===== src/verilog/walk_cache_defs.svh =====
// Constants of the walk cache tuning register bank: map, fields, resets, sizes.
// Assumes byte addresses on a 32-bit AXI4-Lite bus, one register per aligned word.
`ifndef WALK_CACHE_DEFS_SVH
`define WALK_CACHE_DEFS_SVH

`define ADDR_W             16
`define CTRL_OFFSET        16'h8e00
`define PRIO_OFFSET        16'h8e04
`define SLOTCFG_OFFSET     16'h8e08
`define SLOTSTAT_OFFSET    16'h8e10
`define SCR_OFFSET         16'h8e18
`define XLATE_EN_OFFSET    16'h8e20
`define NODE_CTRL_BASE     16'h9000
`define NODE_CTRL_LAST     16'h93fc
`define NODE_STAT_BASE     16'h9400
`define NODE_STAT_LAST     16'h97fc

`define CTRL_RESET         32'h0000_0000
`define SCR_RESET          32'h0000_0000
`define XLATE_EN_RESET     2'h0

`define HASH_BIT           19
`define OFF_S1_BASE        8
`define OFF_S2_BASE        12
`define SCR_NS_ACCESS_BIT  0
`define XLATE_NS_BIT       0
`define XLATE_S_BIT        1

`define IN_ADDR_W          52
`define IN_ADDR_LSB        12
`define ID_W               16
`define IDX_W              8
`define ADDR_CHUNKS        5
`define ID_CHUNKS          2

`define RESP_OKAY          2'h0
`define RESP_SLVERR        2'h2

`endif


===== src/verilog/walk_cache_pkg.sv =====
// Types shared by the walk cache tuning register bank and its index calculator.
// Assumes walk_cache_defs.svh is on the include path.
`include "walk_cache_defs.svh"

package walk_cache_pkg;
	typedef enum logic {
		STAGE_ONE,
		STAGE_TWO
	} stage_t;

	typedef enum {
		WR_IDLE,
		WR_RESP
	} wr_state_t;

	typedef enum {
		RD_IDLE,
		RD_RESP
	} rd_state_t;

	typedef logic [`IDX_W-1:0] idx_t;
endpackage


===== src/verilog/walk_cache_if.sv =====
// Carrier between the register bank and the walk cache index calculator.
// Assumes one clock; the calculator is purely combinational.
`timescale 1ns/1ns
`include "walk_cache_defs.svh"

interface walk_cache_if;
	logic [7:0]                 walkcache_off;
	logic                       hashed;
	logic [`IN_ADDR_W-1:0]      in_addr;
	logic [`ID_W-1:0]           asid;
	logic [`ID_W-1:0]           vmid;
	walk_cache_pkg::stage_t     stage;
	logic [1:0]                 level;
	logic                       inv_has_asid;
	walk_cache_pkg::idx_t       index;
	logic                       use_cache;
	logic                       scan_all;

	modport bank (
		output walkcache_off, hashed, in_addr, asid, vmid, stage, level, inv_has_asid,
		input  index, use_cache, scan_all
	);
	modport calc (
		input  walkcache_off, hashed, in_addr, asid, vmid, stage, level, inv_has_asid,
		output index, use_cache, scan_all
	);
endinterface


===== src/verilog/walk_cache_tuning_regs.sv =====
// Walk cache tuning register bank with AXI4-Lite slave and walk cache index lookup port.
// Assumes synchronous inputs on aclk; awprot[1]/arprot[1] high marks a non-secure access.
//
// How it works
// - Tuning access bit clear: non-secure control reads zero, writes dropped.
// - Control writes take effect only while both translation enables are zero.
// - Address-only setting indexes the walk cache from input address alone.
// - Hashed setting combines address space id, machine id and input address.
// - Hashed setting: invalidation without address space id scans whole cache.
// - Bit 15 set disables the stage 2 level 3 walk cache.
// - Bit 14 set disables the stage 2 level 2 walk cache.
// - Bit 13 set disables the stage 2 level 1 walk cache.
// - Bit 12 set disables the stage 2 level 0 walk cache.
// - Bit 11 set disables the stage 1 level 3 walk cache.
// - Bit 10 set disables the stage 1 level 2 walk cache.
// - Bits 9 and 8 set disable stage 1 level 1 and 0 caches.
//
// The AXI4-Lite slave port was decided locally.
`timescale 1ns/1ns
`include "walk_cache_defs.svh"

module walk_cache_tuning_regs (
	input  wire logic                   aclk,            // Clock, 100 MHz
	input  wire logic                   aresetn,         // Synchronous reset, active low
	input  wire logic [`ADDR_W-1:0]     s_axi_awaddr,    // Write address
	input  wire logic [2:0]             s_axi_awprot,    // Write protection
	input  wire logic                   s_axi_awvalid,   // Write address valid
	output logic                        s_axi_awready,   // Write address ready
	input  wire logic [31:0]            s_axi_wdata,     // Write data
	input  wire logic [3:0]             s_axi_wstrb,     // Write byte strobes
	input  wire logic                   s_axi_wvalid,    // Write data valid
	output logic                        s_axi_wready,    // Write data ready
	output logic [1:0]                  s_axi_bresp,     // Write response
	output logic                        s_axi_bvalid,    // Write response valid
	input  wire logic                   s_axi_bready,    // Write response ready
	input  wire logic [`ADDR_W-1:0]     s_axi_araddr,    // Read address
	input  wire logic [2:0]             s_axi_arprot,    // Read protection
	input  wire logic                   s_axi_arvalid,   // Read address valid
	output logic                        s_axi_arready,   // Read address ready
	output logic [31:0]                 s_axi_rdata,     // Read data
	output logic [1:0]                  s_axi_rresp,     // Read response
	output logic                        s_axi_rvalid,    // Read data valid
	input  wire logic                   s_axi_rready,    // Read data ready
	input  wire logic                   lookup_valid,    // Walk cache lookup request
	input  wire logic [`IN_ADDR_W-1:0]  lookup_addr,     // Input address of request
	input  wire logic [`ID_W-1:0]       lookup_asid,     // Address space identifier
	input  wire logic [`ID_W-1:0]       lookup_vmid,     // Virtual machine identifier
	input  wire logic                   lookup_stage2,   // High for a stage 2 walk
	input  wire logic [1:0]             lookup_level,    // Walk level 0 to 3
	input  wire logic                   lookup_inval,    // Request is an invalidation
	input  wire logic                   lookup_has_asid, // Invalidation carries an ASID
	output logic                        result_valid,    // Lookup result valid, one cycle
	output walk_cache_pkg::idx_t        result_index,    // Computed walk cache index
	output logic                        result_use,      // Walk cache at this level in use
	output logic                        result_scan_all, // Invalidation must scan all
	output logic [7:0]                  walkcache_off,   // Per stage and level disables
	output logic                        identifier_hashed_indexing // Hashed index mode
);
	walk_cache_pkg::wr_state_t wr_state_q, wr_state_d;
	walk_cache_pkg::rd_state_t rd_state_q, rd_state_d;
	logic                  aw_have_q, aw_have_d;
	logic                  w_have_q, w_have_d;
	logic [`ADDR_W-1:0]    waddr_q, waddr_d;
	logic                  wns_q, wns_d;
	logic [31:0]           wdata_q, wdata_d;
	logic [3:0]            wstrb_q, wstrb_d;
	logic                  awready_q, awready_d;
	logic                  wready_q, wready_d;
	logic                  bvalid_q, bvalid_d;
	logic [1:0]            bresp_q, bresp_d;
	logic                  arready_q, arready_d;
	logic                  rvalid_q, rvalid_d;
	logic [31:0]           rdata_q, rdata_d;
	logic [1:0]            rresp_q, rresp_d;

	logic [31:0]           ctrl_q, ctrl_d;
	logic [31:0]           scr_q, scr_d;
	logic [1:0]            xlate_en_q, xlate_en_d;

	logic                  res_valid_q, res_valid_d;
	walk_cache_pkg::idx_t  res_index_q, res_index_d;
	logic                  res_use_q, res_use_d;
	logic                  res_scan_q, res_scan_d;
	logic [7:0]            off_q, off_d;
	logic                  hashed_q, hashed_d;

	logic                  wr_fire;
	logic                  ns_access;
	logic                  xlate_off;
	logic [31:0]           strb_mask;
	logic [`ADDR_W-1:0]    wa;
	logic [`ADDR_W-1:0]    ra;
	logic                  rns;

	walk_cache_if wc ();

	walk_cache_index u_index (
		.wc (wc)
	);

	// Mapped word test, shared by both paths
	function automatic logic mapped(input logic [`ADDR_W-1:0] a);
		mapped = (a == `CTRL_OFFSET) || (a == `PRIO_OFFSET) || (a == `SLOTCFG_OFFSET) ||
			(a == `SLOTSTAT_OFFSET) || (a == `SCR_OFFSET) || (a == `XLATE_EN_OFFSET) ||
			((a >= `NODE_CTRL_BASE) && (a <= `NODE_STAT_LAST));
	endfunction

	assign ns_access = scr_q[`SCR_NS_ACCESS_BIT];
	assign xlate_off = (xlate_en_q[`XLATE_NS_BIT] == 1'b0) && (xlate_en_q[`XLATE_S_BIT] == 1'b0);
	assign wa        = {waddr_q[`ADDR_W-1:2], 2'h0};
	assign ra        = {s_axi_araddr[`ADDR_W-1:2], 2'h0};
	assign rns       = s_axi_arprot[1];
	assign strb_mask = {{8{wstrb_q[3]}}, {8{wstrb_q[2]}}, {8{wstrb_q[1]}}, {8{wstrb_q[0]}}};
	assign wr_fire   = (wr_state_q == walk_cache_pkg::WR_IDLE) && aw_have_q && w_have_q;

	// Write path: address and data taken in either order, one response after both
	always_comb begin
		wr_state_d = wr_state_q;
		aw_have_d  = aw_have_q;
		w_have_d   = w_have_q;
		waddr_d    = waddr_q;
		wns_d      = wns_q;
		wdata_d    = wdata_q;
		wstrb_d    = wstrb_q;
		bvalid_d   = bvalid_q;
		bresp_d    = bresp_q;
		if (s_axi_awvalid && awready_q) begin
			aw_have_d = 1'b1;
			waddr_d   = s_axi_awaddr;
			wns_d     = s_axi_awprot[1];
		end
		if (s_axi_wvalid && wready_q) begin
			w_have_d = 1'b1;
			wdata_d  = s_axi_wdata;
			wstrb_d  = s_axi_wstrb;
		end
		case (wr_state_q)
			walk_cache_pkg::WR_IDLE: begin
				if (wr_fire) begin
					aw_have_d  = 1'b0;
					w_have_d   = 1'b0;
					bvalid_d   = 1'b1;
					bresp_d    = mapped(wa) ? `RESP_OKAY : `RESP_SLVERR;
					wr_state_d = walk_cache_pkg::WR_RESP;
				end
			end
			walk_cache_pkg::WR_RESP: begin
				if (s_axi_bready) begin
					bvalid_d   = 1'b0;
					wr_state_d = walk_cache_pkg::WR_IDLE;
				end
			end
			default: begin
				bvalid_d   = 1'b0;
				wr_state_d = walk_cache_pkg::WR_IDLE;
			end
		endcase
		awready_d = (wr_state_d == walk_cache_pkg::WR_IDLE) && !aw_have_d;
		wready_d  = (wr_state_d == walk_cache_pkg::WR_IDLE) && !w_have_d;
	end

	// Register contents
	always_comb begin
		ctrl_d     = ctrl_q;
		scr_d      = scr_q;
		xlate_en_d = xlate_en_q;
		if (wr_fire) begin
			if ((wa == `CTRL_OFFSET) && (!wns_q || ns_access) && xlate_off) begin
				ctrl_d = (ctrl_q & ~strb_mask) | (wdata_q & strb_mask);
			end
			if ((wa == `SCR_OFFSET) && !wns_q) begin
				scr_d = (scr_q & ~strb_mask) | (wdata_q & strb_mask);
			end
			if ((wa == `XLATE_EN_OFFSET) && wstrb_q[0]) begin
				xlate_en_d[`XLATE_NS_BIT] = wdata_q[`XLATE_NS_BIT];
				if (!wns_q) begin
					xlate_en_d[`XLATE_S_BIT] = wdata_q[`XLATE_S_BIT];
				end
			end
		end
	end

	// Read path: one read at a time, answer one cycle after the address is taken
	always_comb begin
		rd_state_d = rd_state_q;
		rvalid_d   = rvalid_q;
		rdata_d    = rdata_q;
		rresp_d    = rresp_q;
		case (rd_state_q)
			walk_cache_pkg::RD_IDLE: begin
				if (s_axi_arvalid && arready_q) begin
					rvalid_d   = 1'b1;
					rdata_d    = 32'h0000_0000;
					rresp_d    = mapped(ra) ? `RESP_OKAY : `RESP_SLVERR;
					rd_state_d = walk_cache_pkg::RD_RESP;
					if ((ra == `CTRL_OFFSET) && (!rns || ns_access)) begin
						rdata_d = ctrl_q;
					end
					if ((ra == `SCR_OFFSET) && !rns) begin
						rdata_d = scr_q;
					end
					if (ra == `XLATE_EN_OFFSET) begin
						rdata_d = {30'h0000_0000, xlate_en_q};
					end
				end
			end
			walk_cache_pkg::RD_RESP: begin
				if (s_axi_rready) begin
					rvalid_d   = 1'b0;
					rd_state_d = walk_cache_pkg::RD_IDLE;
				end
			end
			default: begin
				rvalid_d   = 1'b0;
				rd_state_d = walk_cache_pkg::RD_IDLE;
			end
		endcase
		arready_d = (rd_state_d == walk_cache_pkg::RD_IDLE);
	end

	// Lookup port through the index calculator
	always_comb begin
		wc.walkcache_off = ctrl_q[`OFF_S2_BASE+3:`OFF_S1_BASE];
		wc.hashed        = ctrl_q[`HASH_BIT];
		wc.in_addr       = lookup_addr;
		wc.asid          = lookup_asid;
		wc.vmid          = lookup_vmid;
		wc.stage         = lookup_stage2 ? walk_cache_pkg::STAGE_TWO : walk_cache_pkg::STAGE_ONE;
		wc.level         = lookup_level;
		wc.inv_has_asid  = lookup_has_asid;
		res_valid_d      = lookup_valid;
		res_index_d      = wc.index;
		res_use_d        = wc.use_cache;
		res_scan_d       = lookup_inval & wc.scan_all;
		off_d            = wc.walkcache_off;
		hashed_d         = wc.hashed;
	end

	// Write channel state
	// Readys are flops: each drops on the same edge that takes its half,
	// so a held address or data word is never overwritten
	always_ff @(posedge aclk) begin
		if (!aresetn) begin
			wr_state_q  <= walk_cache_pkg::WR_IDLE;
			aw_have_q   <= 1'b0;
			w_have_q    <= 1'b0;
			waddr_q     <= 16'h0000;
			wns_q       <= 1'b0;
			wdata_q     <= 32'h0000_0000;
			wstrb_q     <= 4'h0;
			awready_q   <= 1'b0;
			wready_q    <= 1'b0;
			bvalid_q    <= 1'b0;
			bresp_q     <= `RESP_OKAY;
		end else begin
			wr_state_q  <= wr_state_d;
			aw_have_q   <= aw_have_d;
			w_have_q    <= w_have_d;
			waddr_q     <= waddr_d;
			wns_q       <= wns_d;
			wdata_q     <= wdata_d;
			wstrb_q     <= wstrb_d;
			awready_q   <= awready_d;
			wready_q    <= wready_d;
			bvalid_q    <= bvalid_d;
			bresp_q     <= bresp_d;
		end
	end

	// Read channel state
	// Address ready stays low while an answer waits: one read in flight
	always_ff @(posedge aclk) begin
		if (!aresetn) begin
			rd_state_q  <= walk_cache_pkg::RD_IDLE;
			arready_q   <= 1'b0;
			rvalid_q    <= 1'b0;
			rdata_q     <= 32'h0000_0000;
			rresp_q     <= `RESP_OKAY;
		end else begin
			rd_state_q  <= rd_state_d;
			arready_q   <= arready_d;
			rvalid_q    <= rvalid_d;
			rdata_q     <= rdata_d;
			rresp_q     <= rresp_d;
		end
	end

	// Register contents
	// Control and SCR spare bits are stored as written; software keeps them at zero
	always_ff @(posedge aclk) begin
		if (!aresetn) begin
			ctrl_q      <= `CTRL_RESET;
			scr_q       <= `SCR_RESET;
			xlate_en_q  <= `XLATE_EN_RESET;
		end else begin
			ctrl_q      <= ctrl_d;
			scr_q       <= scr_d;
			xlate_en_q  <= xlate_en_d;
		end
	end

	// Lookup results, one cycle behind the request
	// Mirrors of the control bits that the same result was built from
	always_ff @(posedge aclk) begin
		if (!aresetn) begin
			res_valid_q <= 1'b0;
			res_index_q <= 8'h00;
			res_use_q   <= 1'b0;
			res_scan_q  <= 1'b0;
			off_q       <= 8'h00;
			hashed_q    <= 1'b0;
		end else begin
			res_valid_q <= res_valid_d;
			res_index_q <= res_index_d;
			res_use_q   <= res_use_d;
			res_scan_q  <= res_scan_d;
			off_q       <= off_d;
			hashed_q    <= hashed_d;
		end
	end

	assign s_axi_awready              = awready_q;
	assign s_axi_wready               = wready_q;
	assign s_axi_bvalid               = bvalid_q;
	assign s_axi_bresp                = bresp_q;
	assign s_axi_arready              = arready_q;
	assign s_axi_rvalid               = rvalid_q;
	assign s_axi_rdata                = rdata_q;
	assign s_axi_rresp                = rresp_q;
	assign result_valid               = res_valid_q;
	assign result_index               = res_index_q;
	assign result_use                 = res_use_q;
	assign result_scan_all            = res_scan_q;
	assign walkcache_off              = off_q;
	assign identifier_hashed_indexing = hashed_q;
endmodule


===== src/verilog/walk_cache_index.sv =====
// Walk cache index, per-level enable and invalidation scope from the control bits.
// Assumes its request inputs are stable for the cycle in which they are used.
`timescale 1ns/1ns
`include "walk_cache_defs.svh"

module walk_cache_index (
	walk_cache_if.calc wc    // Control bits in, index results out
);
	logic [`IDX_W-1:0] addr_fold;
	logic [`IDX_W-1:0] id_fold;
	logic [2:0]        off_sel;

	genvar i;
	generate
		for (i = 0; i < `IDX_W; i++) begin : g_fold
			logic [`ADDR_CHUNKS-1:0] a_bits;
			logic [2*`ID_CHUNKS-1:0] id_bits;
			for (genvar c = 0; c < `ADDR_CHUNKS; c++) begin : g_a
				assign a_bits[c] = wc.in_addr[`IN_ADDR_LSB + c*`IDX_W + i];
			end
			for (genvar c = 0; c < `ID_CHUNKS; c++) begin : g_id
				assign id_bits[c]              = wc.asid[c*`IDX_W + i];
				assign id_bits[`ID_CHUNKS + c] = wc.vmid[c*`IDX_W + i];
			end
			assign addr_fold[i] = ^a_bits;
			assign id_fold[i]   = ^id_bits;
		end
	endgenerate

	always_comb begin
		off_sel = {wc.stage == walk_cache_pkg::STAGE_TWO, wc.level};
		wc.index = addr_fold;
		if (wc.hashed) begin
			wc.index = addr_fold ^ id_fold;
		end
		wc.use_cache = ~wc.walkcache_off[off_sel];
		wc.scan_all  = wc.hashed & ~wc.inv_has_asid;
	end
endmodule


===== config.mk =====
export PLATFORM = sky130hd
export DESIGN_NAME = walk_cache_tuning_regs
export DESIGN_NICKNAME = d
export VERILOG_FILES = /design/src/verilog/walk_cache_pkg.sv /design/src/verilog/walk_cache_if.sv /design/src/verilog/walk_cache_tuning_regs.sv /design/src/verilog/walk_cache_index.sv
export VERILOG_INCLUDE_DIRS = /design/src /design/src/verilog
export SDC_FILE = /design/constraint.sdc
export NUM_CORES = 1
export LEC_CHECK = 0
export ABC_AREA = 1
export BUFFER_PORTS_ARGS = -buffer_cell sky130_fd_sc_hd__clkbuf_2
export CAP_MARGIN = 20
export CORE_MARGIN = 4
export CORE_UTILIZATION = 50
export DETAILED_ROUTE_END_ITERATION = 6
export PLACE_DENSITY = 0.82
export SLEW_MARGIN = 5
export SYNTH_ARGS = -nofsm -noshare
export SYNTH_HDL_FRONTEND = slang
export SYNTH_HIERARCHICAL = 1
export SYNTH_SLANG_ARGS = --single-unit
export TNS_END_PERCENT = 50

===== constraint.sdc =====
create_clock -name aclk -period 2.8 [get_ports aclk]
set_input_delay 0.56 -clock aclk [delete_from_list [all_inputs] [get_ports aclk]]
set_output_delay 0.56 -clock aclk [all_outputs]
set_load 0.1 [all_outputs]

==> results_dict.tcl <==
set metrics [dict create \
    status "completed" \
    avgSynthCellArea_sq_um 6.841 \
    ys_ff_latch 242 \
    yosys.area.top_type "dfxtp_1" \
    setup-violations-final 0 \
    ctsHoldBuffers 0 \
    end_kind "primary output" \
    clockBufferDepth 3 \
    grt_util_all_layers_pct 21.11 \
    nets 1926 \
    grt_pass1_vias 8639 \
    core_area_sq_um 20170 \
    clock.fmax_mhz 511.7 \
    clock-sinks 242 \
    p_sw_uw 1891 \
    drt_first_pass_iters 5 \
    clock-root-buffer "clkbuf_16" \
    synthTopCellsByArea "dfxtp_1 (47%), nand2_1 (16%), nor2_1 (11%), inv_1 (6.8%), o21ai_0 (4.4%)" \
    dp_hpwl_mm 17.33 \
    ys_seq_area_share_pct 47.28 \
    hold_viol 0 \
    reg2reg_depth 9 \
    final.setup.tns_ns 0 \
    skew_ns 0.009253 \
    crit_slowest_cell "clkbuf_2" \
    cts_tree "yes" \
    start_util_pct 50.81 \
    finalNonFillerCells 2045 \
    powerDensity_nw_per_um2 613.2 \
    dieWidth_um 151.2 \
    ctsResizeCount 0 \
    diodes 0 \
    p_clk_share_pct 43.7 \
    place.gp.congestion 0.8182 \
    clkSlewWorstSetupHoldPaths_ns 0.06 \
    grt_max_degree 59 \
    yosys_warnings 6 \
    postCtsSetupBuffers 0 \
    crit_type "flip-flop to primary output" \
    required_ns 2.24 \
    synth_cell_types 29 \
    rows 52 \
    grt_pass1_wl_mm 39.41 \
    synthCells 1498 \
    area_growth_pct 22.26 \
    crit_family "buffers and inverters" \
    max_stage_delay_ns 0.51 \
    leakage_uw 0.006720 \
    vdd_drop_max_mv 0.4743 \
    ant_nets 0 \
    finalCriticalPeriod_ns 1.954 \
    path_cells "clkbuf_2" \
    arrival_ns 1.39 \
    min_path_type "primary input to flip-flop" \
    path_buf_inv 1 \
    cp_max_fo 2 \
    wl_mm 25.03 \
    wire_per_inst_um 12.24 \
    fin_util_pct 62.12 \
    drc 0 \
    rsz0062_at_grt "false" \
    sw_frac_of_total_pct 24.62 \
    seqPwrFrac_pct 47.3 \
    numPortBuffers 209 \
    hold_depth 4 \
    worstSetupStartpointType "flip-flop" \
    dp.cells 1997 \
    pwr-share-comb_pct 9.1 \
    fin_crit_sh_pct 69.80 \
    htreeDepth 1 \
    die-area_sq_um 22850 \
    ioPinCount 232 \
    clock_latency_ns 0.52 \
    grt_antenna_before_repair 0 \
    dieHeight_um 151.2 \
    synth_top_cell_area_share_pct 47.28 \
    power.internal_uw 5791 \
    cap_violations 0 \
    cp.depth 1 \
    worst_pin_slew_ns 0.7622 \
    maxSlewViolCount 0 \
    layout-drive-gt1-share_pct 16.73 \
    synthTopCellsByCount "nand2_1 (449), nor2_1 (291), dfxtp_1 (242)" \
    synth-edff-count 0 \
    grt-ovfl-total 0 \
    drt_iter0_markers 531 \
    synth_ff_type "dfxtp_1" \
    fillerInstances 1846 \
    synthMostInstantiatedCell "nand2_1" \
    p_total_uw 7682 \
    via_per_inst 4.769 \
    synthArstFlopShare_pct 0 \
    numCtsBuffers 26 \
    vias 9753 \
    netlist_area_sq_um 10250 \
    maxSlewHeadroom_pct 48.80 \
]
-- cell usage in the layout (no fill, tap or decap), drive strengths merged --
master    synthesis  routed
clkbuf           31     248
nand4            42      42
o21ai            91      91
nor2            298     298
inv             190     191
nor3              4       4
clkinv            0       4
a21boi            1       1
dfxtp           242     242
conb              1      64
xnor2             8       8
nor4              2       2
nand3            50      50
or3b              1       1
bufinv            0       1
nand2           458     458
a21oi            49      49
buf              27      16
nand3b            3       3
clkinvlp          0       2
-- routing by layer --
metal  GRT usage, %  share of wire, %  up-vias
met2          36.59                47      340
li1               -                 -     5055
met5              0                 0        -
met1          26.59                42     4308
met3          3.680               8.1       50
met4          7.162               2.9        0
-- cells by family (layout without fill, tap and decap cells) --
group	Yosys count	after routing	synth area share (%)
other	1	64	0.03659
XOR/XNOR	8	8	0.6838
AO/OA/AOI/OAI	141	141	6.948
AND/OR/NAND/NOR	858	858	35.02
buffers and inverters	248	462	10.04
flip-flops	242	242	47.28
-- power by group through the flow --
stage	sequential, uW	combinational (uW)	clock (uW)
after floorplan	3820	347	0
after global placement	3700	671	0
after detailed placement	3710	690	0
after CTS	3630	694	3420
after global routing	3640	779	3570
final	3630	696	3360
-- worst paths after layout --
path / start / endpoint / slack [ns]
max: s_axi_rdata[31] / s_axi_rdata[31] / 0.85
max reg2reg: waddr_q[2] / flip-flop / 0.92
min: lookup_has_asid / result_scan_all / 0.27
min reg2reg: waddr_q[7] / waddr_q[7] / 0.46
-- worst reg2reg max path, cell delays in order (launching register included) --
cell,delay (ns)
dfxtp_1,0.31
inv_1,0.13
nand2_1,0.09
nor2_1,0.15
nand2_1,0.11
nor2_4,0.24
nand4_2,0.43
nand2_1,0.19
nand2_1,0.08
nor2_1,0.10
-- final cells by class --
cell class	instances	area (sq um)	area share, %
Sequential cell	242	4845	38.67
Multi-Input combinational cell	1071	4616	36.84
Inverter	190	713.2	5.693
Clock buffer	40	774.5	6.182
Timing Repair Buffer	224	1161	9.268
Tap cell	270	337.8	2.696
Clock inverter	8	81.33	0.6492
-- metrics by stage --
stage	cell area, sq um	hold WS [ns]	setup slack [ns]
floorplan	10480	0.4168	0.8299
global placement	11670	0.4388	0.8459
detailed placement	11670	0.4461	0.7735
CTS	12530	0.2527	0.8436
global route	12530	0.2678	0.7261
finish	12530	0.2713	0.8456
Note: power is estimated with default switching activity, not from simulation.
